$ cat src/field_extract_pkg.sv
// Contract
// - The merging half-word extract picks one half of the first source operand by byte_pointer and byte_order_bit.
// - The merging extract replaces only the low half of the second source operand and writes the word back.
// - For opcodes 7C/7D and 7A/7B the immediate_select_bit picks the low-field register (0) or the zero-extended 8-bit immediate (1).
// - Opcode 7E picks a half-word the same way, sign-extends it to 32 bits and writes it back.
// - The bit-aligned extract joins the first source (upper) and second source (lower) into 64 bits and shifts left.
// - The shift distance comes from funnel_shift_count in the ALU status register, never from the instruction.
// - The top 32 bits of the shifted value are written back and the rest is dropped.
// - With equal source operands the bit-aligned extract is a left rotation by funnel_shift_count.
// - Opcode F0 decodes as the single-precision float add, which may touch the five float status flags.
// - The float add is not computed; it traps and loads the three trap pointers with first source, second source and destination.
package field_extract_pkg;
	localparam logic [7:0] OPC_MERGE_REG = 8'h7c;
	localparam logic [7:0] OPC_MERGE_IMM = 8'h7d;
	localparam logic [7:0] OPC_SIGNED = 8'h7e;
	localparam logic [7:0] OPC_FUNNEL_REG = 8'h7a;
	localparam logic [7:0] OPC_FUNNEL_IMM = 8'h7b;
	localparam logic [7:0] OPC_FLOAT_ADD = 8'hf0;

	localparam int OPC_LO = 24;
	localparam int DESTINATION_REGISTER_LO = 16;
	localparam int SRC1_LO = 8;
	localparam int SRC2_LO = 0;
	localparam int FIELD_W = 8;
	localparam int IMM_SEL_BIT = 24;

	localparam logic [7:0] ALU_STATUS_ADDR = 8'h00;
	localparam logic [7:0] CONFIG_ADDR = 8'h04;
	localparam logic [7:0] IRQ_STATUS_ADDR = 8'h08;
	localparam logic [7:0] IRQ_MASK_ADDR = 8'h0c;
	localparam logic [7:0] TRAP_PTR_ADDR = 8'h10;
	localparam logic [7:0] FP_FLAGS_ADDR = 8'h14;

	localparam int FC_LO = 0;
	localparam int FC_W = 5;
	localparam int BP_LO = 5;
	localparam int BP_W = 2;
	localparam int BO_BIT = 0;
	localparam int IRQ_TRAP_BIT = 0;
	localparam int IRQ_DONE_BIT = 1;
	localparam int IRQ_W = 2;
	localparam int FP_FLAG_W = 5;

	localparam logic [FC_W-1:0] FC_RESET = 5'h00;
	localparam logic [BP_W-1:0] BP_RESET = 2'h0;
	localparam logic BO_RESET = 1'b0;
	localparam logic [IRQ_W-1:0] IRQ_RESET = 2'h0;
	localparam logic [FP_FLAG_W-1:0] FP_FLAGS_RESET = 5'h00;
	localparam logic [31:0] WORD_RESET = 32'h0000_0000;
	localparam logic [7:0] INDEX_RESET = 8'h00;

	function automatic logic [7:0] field_at(input logic [31:0] word, input int lo);
		field_at = word[lo +: 8];
	endfunction
endpackage

$ cat src/field_extract_funnel_unit.sv
// The register addresses and the address-and-strobe port are this design's own decisions.
`timescale 1ns/1ps
`default_nettype none
module field_extract_funnel_unit
	import field_extract_pkg::*;
#(
	parameter int REG_ADDR_W = 8
) (
	input wire logic ref_clk,
	input wire logic sys_rst,
	input wire logic [REG_ADDR_W-1:0] reg_addr,
	input wire logic [31:0] reg_wdata,
	input wire logic reg_wr,
	input wire logic reg_rd,
	output logic [31:0] reg_rdata,
	input wire logic op_valid,
	input wire logic [31:0] op_word,
	input wire logic [31:0] first_source_operand,
	input wire logic [31:0] second_reg_value,
	output logic wb_valid,
	output logic [7:0] wb_index,
	output logic [31:0] wb_data,
	output logic trap_req,
	output logic [7:0] trap_pointer_first,
	output logic [7:0] trap_pointer_second,
	output logic [7:0] trap_pointer_destination_register,
	output logic irq
);
	generate
		if (REG_ADDR_W < 5) begin : g_bad_addr
			$error("register address too narrow for the map");
		end
	endgenerate

	// Instruction field decode
	wire logic [7:0] opcode;
	wire logic [7:0] destination_register_index;
	wire logic [7:0] first_source_index;
	wire logic [7:0] second_source_index;
	wire logic immediate_select_bit;
	assign opcode = field_at(op_word, OPC_LO);
	assign destination_register_index = field_at(op_word, DESTINATION_REGISTER_LO);
	assign first_source_index = field_at(op_word, SRC1_LO);
	assign second_source_index = field_at(op_word, SRC2_LO);
	assign immediate_select_bit = op_word[IMM_SEL_BIT];

	wire logic is_merge;
	wire logic is_signed;
	wire logic is_funnel;
	wire logic is_float_add;
	wire logic is_extract;
	assign is_merge = (opcode == OPC_MERGE_REG) || (opcode == OPC_MERGE_IMM);
	assign is_signed = (opcode == OPC_SIGNED);
	assign is_funnel = (opcode == OPC_FUNNEL_REG) || (opcode == OPC_FUNNEL_IMM);
	assign is_float_add = (opcode == OPC_FLOAT_ADD);
	assign is_extract = is_merge || is_signed || is_funnel;

	// Software registers
	logic [FC_W-1:0] funnel_shift_count_ff;
	logic [BP_W-1:0] byte_pointer_ff;
	logic byte_order_bit_ff;
	logic [IRQ_W-1:0] irq_status_ff;
	logic [IRQ_W-1:0] irq_mask_ff;
	logic [FP_FLAG_W-1:0] fp_flags_ff;
	logic [31:0] reg_rdata_ff;

	// Second operand: register or zero-extended immediate
	wire logic [31:0] second_source_operand;
	assign second_source_operand = immediate_select_bit ?
		{24'h00_0000, second_source_index} : second_reg_value;

	wire logic [15:0] picked_half;
	halfword_pick #(
		.WORD_W(32)
	) u_pick (
		.word_in(first_source_operand),
		.byte_pointer(byte_pointer_ff),
		.byte_order_bit(byte_order_bit_ff),
		.half_out(picked_half)
	);

	wire logic [31:0] funnel_word;
	funnel_extract #(
		.WORD_W(32),
		.CNT_W(FC_W)
	) u_funnel (
		.upper_word(first_source_operand),
		.lower_word(second_source_operand),
		.shift_count(funnel_shift_count_ff),
		.result(funnel_word)
	);

	wire logic [31:0] merged_word;
	wire logic [31:0] signed_word;
	assign merged_word = {second_source_operand[31:16], picked_half};
	// Low field of 7E never reaches the result
	assign signed_word = {{16{picked_half[15]}}, picked_half};

	wire logic [31:0] nxt_wb_data;
	assign nxt_wb_data = is_funnel ? funnel_word : (is_signed ? signed_word : merged_word);

	wire logic nxt_wb_valid;
	wire logic nxt_trap;
	assign nxt_wb_valid = op_valid && is_extract;
	assign nxt_trap = op_valid && is_float_add;

	// Writeback
	logic wb_valid_ff;
	logic [7:0] wb_index_ff;
	logic [31:0] wb_data_ff;
	always_ff @(posedge ref_clk or posedge sys_rst) begin
		if (sys_rst) begin
			wb_valid_ff <= 1'b0;
			wb_index_ff <= INDEX_RESET;
			wb_data_ff <= WORD_RESET;
		end else begin
			wb_valid_ff <= nxt_wb_valid;
			wb_index_ff <= nxt_wb_valid ? destination_register_index : wb_index_ff;
			wb_data_ff <= nxt_wb_valid ? nxt_wb_data : wb_data_ff;
		end
	end

	// Trap for software float emulation
	logic trap_ff;
	logic [7:0] trap_first_ff;
	logic [7:0] trap_second_ff;
	logic [7:0] trap_destination_register_ff;
	always_ff @(posedge ref_clk or posedge sys_rst) begin
		if (sys_rst) begin
			trap_ff <= 1'b0;
			trap_first_ff <= INDEX_RESET;
			trap_second_ff <= INDEX_RESET;
			trap_destination_register_ff <= INDEX_RESET;
		end else begin
			trap_ff <= nxt_trap;
			if (nxt_trap) begin
				trap_first_ff <= first_source_index;
				trap_second_ff <= second_source_index;
				trap_destination_register_ff <= destination_register_index;
			end
		end
	end

	// Register decode
	wire logic sel_status;
	wire logic sel_config;
	wire logic sel_irq_stat;
	wire logic sel_irq_mask;
	wire logic sel_trap_ptr;
	wire logic sel_fp_flags;
	assign sel_status = (reg_addr == REG_ADDR_W'(ALU_STATUS_ADDR));
	assign sel_config = (reg_addr == REG_ADDR_W'(CONFIG_ADDR));
	assign sel_irq_stat = (reg_addr == REG_ADDR_W'(IRQ_STATUS_ADDR));
	assign sel_irq_mask = (reg_addr == REG_ADDR_W'(IRQ_MASK_ADDR));
	assign sel_trap_ptr = (reg_addr == REG_ADDR_W'(TRAP_PTR_ADDR));
	assign sel_fp_flags = (reg_addr == REG_ADDR_W'(FP_FLAGS_ADDR));

	// ALU status only moves on a software write, never on an extract
	always_ff @(posedge ref_clk or posedge sys_rst) begin
		if (sys_rst) begin
			funnel_shift_count_ff <= FC_RESET;
			byte_pointer_ff <= BP_RESET;
		end else if (reg_wr && sel_status) begin
			funnel_shift_count_ff <= reg_wdata[FC_LO +: FC_W];
			byte_pointer_ff <= reg_wdata[BP_LO +: BP_W];
		end
	end

	always_ff @(posedge ref_clk or posedge sys_rst) begin
		if (sys_rst) begin
			byte_order_bit_ff <= BO_RESET;
			irq_mask_ff <= IRQ_RESET;
			fp_flags_ff <= FP_FLAGS_RESET;
		end else begin
			if (reg_wr && sel_config) begin
				byte_order_bit_ff <= reg_wdata[BO_BIT];
			end
			if (reg_wr && sel_irq_mask) begin
				irq_mask_ff <= reg_wdata[IRQ_W-1:0];
			end
			// Flags belong to the emulation handler; the trap leaves them alone
			if (reg_wr && sel_fp_flags) begin
				fp_flags_ff <= reg_wdata[FP_FLAG_W-1:0];
			end
		end
	end

	// Sticky events, write one to clear; a new event beats the clear
	wire logic [IRQ_W-1:0] irq_events;
	wire logic [IRQ_W-1:0] irq_clear;
	wire logic [IRQ_W-1:0] nxt_irq_status;
	assign irq_events = {nxt_wb_valid, nxt_trap};
	assign irq_clear = (reg_wr && sel_irq_stat) ? reg_wdata[IRQ_W-1:0] : IRQ_RESET;
	assign nxt_irq_status = (irq_status_ff & ~irq_clear) | irq_events;

	logic irq_ff;
	always_ff @(posedge ref_clk or posedge sys_rst) begin
		if (sys_rst) begin
			irq_status_ff <= IRQ_RESET;
			irq_ff <= 1'b0;
		end else begin
			irq_status_ff <= nxt_irq_status;
			irq_ff <= |(nxt_irq_status & irq_mask_ff);
		end
	end

	// Read mux; unmapped reads return zero
	wire logic [31:0] read_word;
	assign read_word =
		sel_status ? {25'h000_0000, byte_pointer_ff, funnel_shift_count_ff} :
		sel_config ? {31'h0000_0000, byte_order_bit_ff} :
		sel_irq_stat ? {30'h0000_0000, irq_status_ff} :
		sel_irq_mask ? {30'h0000_0000, irq_mask_ff} :
		sel_trap_ptr ? {8'h00, trap_destination_register_ff, trap_second_ff, trap_first_ff} :
		sel_fp_flags ? {27'h000_0000, fp_flags_ff} : WORD_RESET;

	always_ff @(posedge ref_clk or posedge sys_rst) begin
		if (sys_rst) begin
			reg_rdata_ff <= WORD_RESET;
		end else begin
			reg_rdata_ff <= reg_rd ? read_word : WORD_RESET;
		end
	end

	assign reg_rdata = reg_rdata_ff;
	assign wb_valid = wb_valid_ff;
	assign wb_index = wb_index_ff;
	assign wb_data = wb_data_ff;
	assign trap_req = trap_ff;
	assign trap_pointer_first = trap_first_ff;
	assign trap_pointer_second = trap_second_ff;
	assign trap_pointer_destination_register = trap_destination_register_ff;
	assign irq = irq_ff;

	wire logic [31:0] exp_rotate;
	assign exp_rotate = (first_source_operand << funnel_shift_count_ff) |
		(first_source_operand >> (6'h20 - {1'b0, funnel_shift_count_ff}));
	// Built from word shifts so it does not mirror the joined shifter
	wire logic [31:0] exp_funnel;
	assign exp_funnel = (first_source_operand << funnel_shift_count_ff) |
		(second_source_operand >> (6'h20 - {1'b0, funnel_shift_count_ff}));
endmodule
`default_nettype wire

$ cat src/funnel_extract.sv
`timescale 1ns/1ps
`default_nettype none
module funnel_extract #(
	parameter int WORD_W = 32,
	parameter int CNT_W = 5
) (
	input wire logic [WORD_W-1:0] upper_word,
	input wire logic [WORD_W-1:0] lower_word,
	input wire logic [CNT_W-1:0] shift_count,
	output logic [WORD_W-1:0] result
);
	generate
		if ((1 << CNT_W) != WORD_W) begin : g_bad_count
			$error("funnel_extract count width must span the word");
		end
	endgenerate

	wire logic [2*WORD_W-1:0] joined;
	wire logic [2*WORD_W-1:0] shifted;
	assign joined = {upper_word, lower_word};
	assign shifted = joined << shift_count;
	// Low word falls away
	assign result = shifted[2*WORD_W-1:WORD_W];
endmodule
`default_nettype wire

$ cat src/halfword_pick.sv
`timescale 1ns/1ps
`default_nettype none
module halfword_pick #(
	parameter int WORD_W = 32
) (
	input wire logic [WORD_W-1:0] word_in,
	input wire logic [1:0] byte_pointer,
	input wire logic byte_order_bit,
	output logic [WORD_W/2-1:0] half_out
);
	generate
		if (WORD_W % 2 != 0) begin : g_bad_width
			$error("halfword_pick needs an even word width");
		end
	endgenerate

	// Big-endian order puts pointer 0 on the upper half
	wire logic take_upper;
	assign take_upper = byte_order_bit ? byte_pointer[1] : ~byte_pointer[1];
	assign half_out = take_upper ? word_in[WORD_W-1:WORD_W/2] : word_in[WORD_W/2-1:0];
endmodule
`default_nettype wire

$ cat config.mk
export PLATFORM = sky130hd
export DESIGN_NAME = field_extract_funnel_unit
export DESIGN_NICKNAME = d
export VERILOG_FILES = /design/src/field_extract_pkg.sv /design/src/field_extract_funnel_unit.sv /design/src/funnel_extract.sv /design/src/halfword_pick.sv
export SDC_FILE = /design/constraint.sdc
export NUM_CORES = 1
export LEC_CHECK = 0
export BUFFER_PORTS_ARGS = -buffer_cell sky130_fd_sc_hd__buf_2
export CAP_MARGIN = 30
export CORE_UTILIZATION = 32
export CTS_BUF_LIST = sky130_fd_sc_hd__clkbuf_8
export CTS_CLUSTER_SIZE = 40
export DETAILED_ROUTE_END_ITERATION = 8
export PLACE_DENSITY = 0.53
export SLEW_MARGIN = 5
export SYNTH_ARGS = -nofsm -noshare
export SYNTH_HDL_FRONTEND = slang
export SYNTH_SLANG_ARGS = --single-unit
$ cat constraint.sdc
create_clock -name ref_clk -period 4.8 [get_ports ref_clk]
set_input_delay 0 -clock ref_clk [delete_from_list [all_inputs] [get_ports ref_clk]]
set_output_delay 0 -clock ref_clk [all_outputs]
set_load 0.005 [all_outputs]
==> impl_metrics.prom <==
# TYPE chip_impl_metric gauge
chip_impl_metric{name="pwr_density_cell",unit="nW/um^2"} 239
chip_impl_metric{name="cp.buffers_inverters",unit=""} 2
chip_impl_metric{name="floorplan.die_area",unit="um^2"} 24500
chip_impl_metric{name="route.vias.total",unit=""} 7506
chip_impl_info{name="netlist_top_cells_area",value="dfrtp_1 (35%), mux4_2 (11%), nand2_1 (9.0%)"} 1
chip_impl_info{name="tritoncts",value="done"} 1
chip_impl_metric{name="power.static_leakage",unit="nW"} 4.55
chip_impl_metric{name="final_hold_violating_endpoints",unit=""} 0
chip_impl_metric{name="pre_cts_slack",unit="ns"} 1.83
chip_impl_metric{name="power.switching",unit="uW"} 782
chip_impl_metric{name="timing.final.crit_period",unit="ns"} 2.88
chip_impl_metric{name="postPlaceCellArea",unit="um^2"} 8880
chip_impl_metric{name="postCtsHoldBufs",unit=""} 44
chip_impl_metric{name="yosys_register_bits",unit=""} 108
chip_impl_metric{name="clock_sinks",unit=""} 108
chip_impl_info{name="cp_top_family",value="compound AO/OA/AOI/OAI gates"} 1
chip_impl_metric{name="cp_data_arrival_time",unit="ns"} 3.16
chip_impl_metric{name="synth_edf_count",unit=""} 0
chip_impl_info{name="ys_dominant_reg_cell",value="dfrtp_1"} 1
chip_impl_metric{name="avgViaCountPerCell",unit=""} 5.53
chip_impl_metric{name="cts_made_buffers",unit=""} 9
chip_impl_metric{name="firstDrtPassIters",unit=""} 5
chip_impl_metric{name="worst_setup_hold_path_clk_slew",unit="ns"} 0.13
chip_impl_info{name="crit_path_cell_trace",value="buf_12 > buf_4 > nor2b_1 > a211oi_1 > o31ai_1 > o2bb2ai_1 > o221ai_1 > o21ai_0"} 1
chip_impl_metric{name="final_layout_size_suffix_gt1_frac",unit=""} 0.311
chip_impl_metric{name="antenna_found_initial",unit=""} 0
chip_impl_metric{name="post-route-period-util",unit=""} 0.601
chip_impl_metric{name="worstMarginPinSlew",unit="ns"} 0.955
chip_impl_metric{name="multi_input_area",unit="um^2"} 4590
chip_impl_metric{name="syn_inst",unit=""} 824
chip_impl_info{name="root_buffer",value="clkbuf_8"} 1
chip_impl_info{name="synth_top_family_by_area",value="multiplexers"} 1
chip_impl_metric{name="whs",unit="ns"} 0.0256
chip_impl_info{name="setup.worst_path.start_class",value="flip-flop"} 1
chip_impl_metric{name="synth-async-reset-ratio",unit=""} 1.00
chip_impl_metric{name="drt_initial_violations",unit=""} 677
chip_impl_metric{name="antenna_violating_nets_left",unit=""} 0
chip_impl_info{name="worstSetupPathType",value="flip-flop to flip-flop"} 1
chip_impl_metric{name="portion_of_the_post_synthesis_area_used_by_sequential_elements",unit=""} 0.353
chip_impl_metric{name="post_synth_and_or_nand_nor_area_fraction",unit=""} 0.178
chip_impl_metric{name="final_area",unit="um^2"} 9540
chip_impl_info{name="grt_busiest_layer",value="met2"} 1
chip_impl_metric{name="die-width",unit="um"} 157
chip_impl_info{name="outcome",value="finished clean"} 1
chip_impl_metric{name="cp_max_fo",unit=""} 31
chip_impl_metric{name="ff_latch_area",unit="um^2"} 2710
chip_impl_metric{name="grt_pass1_wl",unit="um"} 43400
chip_impl_metric{name="post_synthesis_cell_area",unit="um^2"} 7650
chip_impl_metric{name="first_global_vias",unit=""} 7199
chip_impl_metric{name="synth_xor_xnor_area_share",unit=""} 0.00327
chip_impl_metric{name="p_int",unit="mW"} 1.50
chip_impl_metric{name="finalMaxSlewViolations",unit=""} 0
chip_impl_info{name="synthDominantAreaCellType",value="dfrtp_1"} 1
chip_impl_metric{name="cts-htree-levels",unit=""} 3
chip_impl_metric{name="power.share.sequential",unit=""} 0.460
chip_impl_metric{name="initial_core_util",unit=""} 0.326
chip_impl_metric{name="synth_adder_area_share",unit=""} 0
chip_impl_metric{name="gr-total-overflow",unit=""} 0
chip_impl_metric{name="power.ir.vdd_worst",unit="mV"} 0.120
chip_impl_metric{name="grtUsageMet3",unit=""} 0.0521
chip_impl_metric{name="maxCapViolCount",unit=""} 0
chip_impl_metric{name="track_usage",unit=""} 0.236
chip_impl_metric{name="power.share.switching",unit=""} 0.343
chip_impl_metric{name="use_met1",unit=""} 0.319
chip_impl_metric{name="replace_congestion",unit=""} 0.950
chip_impl_metric{name="io_buffer_count",unit=""} 205
chip_impl_metric{name="core.rowCount",unit=""} 56
chip_impl_metric{name="post_synth.cell_area_avg",unit="um^2"} 9.29
chip_impl_metric{name="report.final.setup_viol",unit=""} 0
chip_impl_metric{name="top_area_cell_type_share_of_the_netlist_area",unit=""} 0.353
chip_impl_metric{name="max_freq",unit="GHz"} 0.347
chip_impl_metric{name="totalNegativeSetupSlack",unit="ns"} 0
chip_impl_metric{name="wl",unit="um"} 28600
chip_impl_info{name="cp-end-kind",value="flip-flop"} 1
chip_impl_metric{name="drt_drc_violations_left",unit=""} 0
chip_impl_metric{name="worst_skew_pair.late_latency",unit="ns"} 0.41
chip_impl_metric{name="top_level_ports",unit=""} 240
chip_impl_metric{name="cp_slowest_stage_delay",unit="ns"} 0.78
chip_impl_metric{name="grt_max_degree",unit=""} 65
chip_impl_metric{name="synthMuxAreaShare",unit=""} 0.236
chip_impl_metric{name="clock_power_share",unit=""} 0.265
chip_impl_info{name="grt_setup_unrepaired",value="false"} 1
chip_impl_metric{name="use_met2",unit=""} 0.375
chip_impl_info{name="hold_path_class",value="input pin to flip-flop"} 1
chip_impl_metric{name="synth_compound_gate_area_share",unit=""} 0.175
chip_impl_info{name="critPathSlowestCell",value="dfrtp_4"} 1
chip_impl_metric{name="ys_types",unit=""} 70
chip_impl_metric{name="height_of_the_die",unit="um"} 157
chip_impl_metric{name="avgRoutedWirePerCell",unit="um"} 21.1
chip_impl_metric{name="areaGrowthSynthToFinish",unit="%"} 24.6
chip_impl_metric{name="hpwl_after_dpl",unit="um"} 21300
chip_impl_metric{name="clock_path_buffers",unit=""} 2
chip_impl_metric{name="floorplan.core_area",unit="um^2"} 23500
chip_impl_metric{name="clock_skew",unit="ns"} 0.0253
chip_impl_metric{name="cts_setup_buffers",unit=""} 0
chip_impl_metric{name="yosys_warnings",unit=""} 0
chip_impl_metric{name="finalNetCount",unit=""} 1173
chip_impl_metric{name="worstPathRequired",unit="ns"} 5.08
chip_impl_metric{name="cts_resized",unit=""} 0
chip_impl_metric{name="fillerInstances",unit=""} 2398
chip_impl_metric{name="proportion_of_power_drawn_by_combinational_gates",unit=""} 0.274
chip_impl_metric{name="timing.slew.headroom",unit=""} 0.360
chip_impl_metric{name="fin_ws",unit="ns"} 1.92
==> sequential cells by signal (all words and copies together), names as in the netlist, 2 cells and up <==
register,count
byte_pointer_ff,2
fp_flags_ff,5
funnel_shift_count_ff,5
irq_mask_ff,2
irq_status_ff,2
reg_rdata,24
trap_pointer_destination_register,8
trap_pointer_first,8
trap_pointer_second,8
wb_data,32
wb_index,8
==> final timing paths <==
| check | start | slack [ns] | end | depth (start not counted) |
|---|---|---|---|---|
| hold reg to reg | wb_index[3] | 0.48 | wb_index[3] | 2 |
| setup reg to reg | funnel_shift_count_ff[0] | 1.92 | wb_data[2] | 8 |
| min in group asynchronous | sys_rst | 0.31 | wb_index[0] | 3 |
| max in group asynchronous | sys_rst | 3.34 | funnel_shift_count_ff[0] | 4 |
| hold / removal | second_reg_value[29] | 0.03 | wb_data[29] | 4 |
| setup / recovery | funnel_shift_count_ff[0] | 1.92 | wb_data[2] | 8 |
==> logic make-up (layout without fill, tap and decap cells) <==
kind of cell | after synthesis | count (layout)
AND/OR/NAND/NOR | 305 | 305
AO/OA/AOI/OAI | 196 | 196
multiplexers | 128 | 128
flip-flops | 108 | 108
buffers and inverters | 84 | 290
XOR/XNOR | 2 | 2
other | 1 | 9
==> metrics by stage <==
step,std cells,power [mW],util
floorplan,831,1.40,-
global placement,1294,1.66,0.377
detailed placement,1295,1.67,0.378
CTS,1355,2.30,0.406
global route,1356,2.40,0.406
finish,1357,2.28,0.407
==> cells in the mapped netlist, types with 8 or more instances <==
cell type and count:
a31oi_1 15, and2_1 8, o22ai_1 13, nand3_1 11, mux2_2 32, nor3_1 10
mux2i_1 57, a21oi_1 35, o21ai_0 41, inv_1 9, a22oi_1 12, clkbuf_1 40
mux4_2 36, nor2_1 43, nand2_1 183, dfrtp_1 108, nor2b_1 10, buf_4 11
buf_2 14, and3_1 19
==> final cells by class <==
cell class | instances | share of cell area
Sequential cell | 108 | 0.284
Clock inverter | 6 | 0.00682
Tap cell | 319 | 0.0418
Antenna cell | 1 | 0.000262
Clock buffer | 10 | 0.0144
Inverter | 11 | 0.00459
Timing Repair Buffer | 263 | 0.167
Multi-Input combinational cell | 639 | 0.481
==> placed cells by master, fill, tap and decap left out, types with 8 or more instances in the layout <==
master and n:
o21ai_0 41, dfrtp_1 105, nand2_1 183, buf_4 12
dlygate4sd3_1 44, nor3_1 9, a21oi_1 35, conb_1 8
nand3_1 11, a22oi_1 12, and3_1 19, mux2i_1 57
a31oi_1 15, o22ai_1 13, and2_1 8, nor2_1 43
buf_2 205, clkbuf_8 10, nor2b_1 10, mux4_2 36
mux2_2 32
==> worst register-to-register path, cell delays in order, from the launching register on <==
cell and delay, ns:
dfrtp_4 0.78, buf_12 0.30, buf_4 0.28, nor2b_1 0.07
a211oi_1 0.51, o31ai_1 0.17, o2bb2ai_1 0.22, o221ai_1 0.32
o21ai_0 0.12
==> routing by layer <==
layer	vias to the layer above	routed length, um
met5	-	0
li1	3439	-
met4	0	771
met2	357	13100
met1	3677	12500
met3	33	2190
==> power by group through the flow <==
stage | sequential [mW] | combinational (mW) | clock [mW]
global placement | 1.07 | 0.585 | 0
detailed placement | 1.08 | 0.591 | 0
finish | 1.05 | 0.626 | 0.606
CTS | 1.06 | 0.620 | 0.623
global route | 1.07 | 0.687 | 0.653
floorplan | 1.06 | 0.346 | 0
Note: power is estimated with default switching activity, not from simulation.
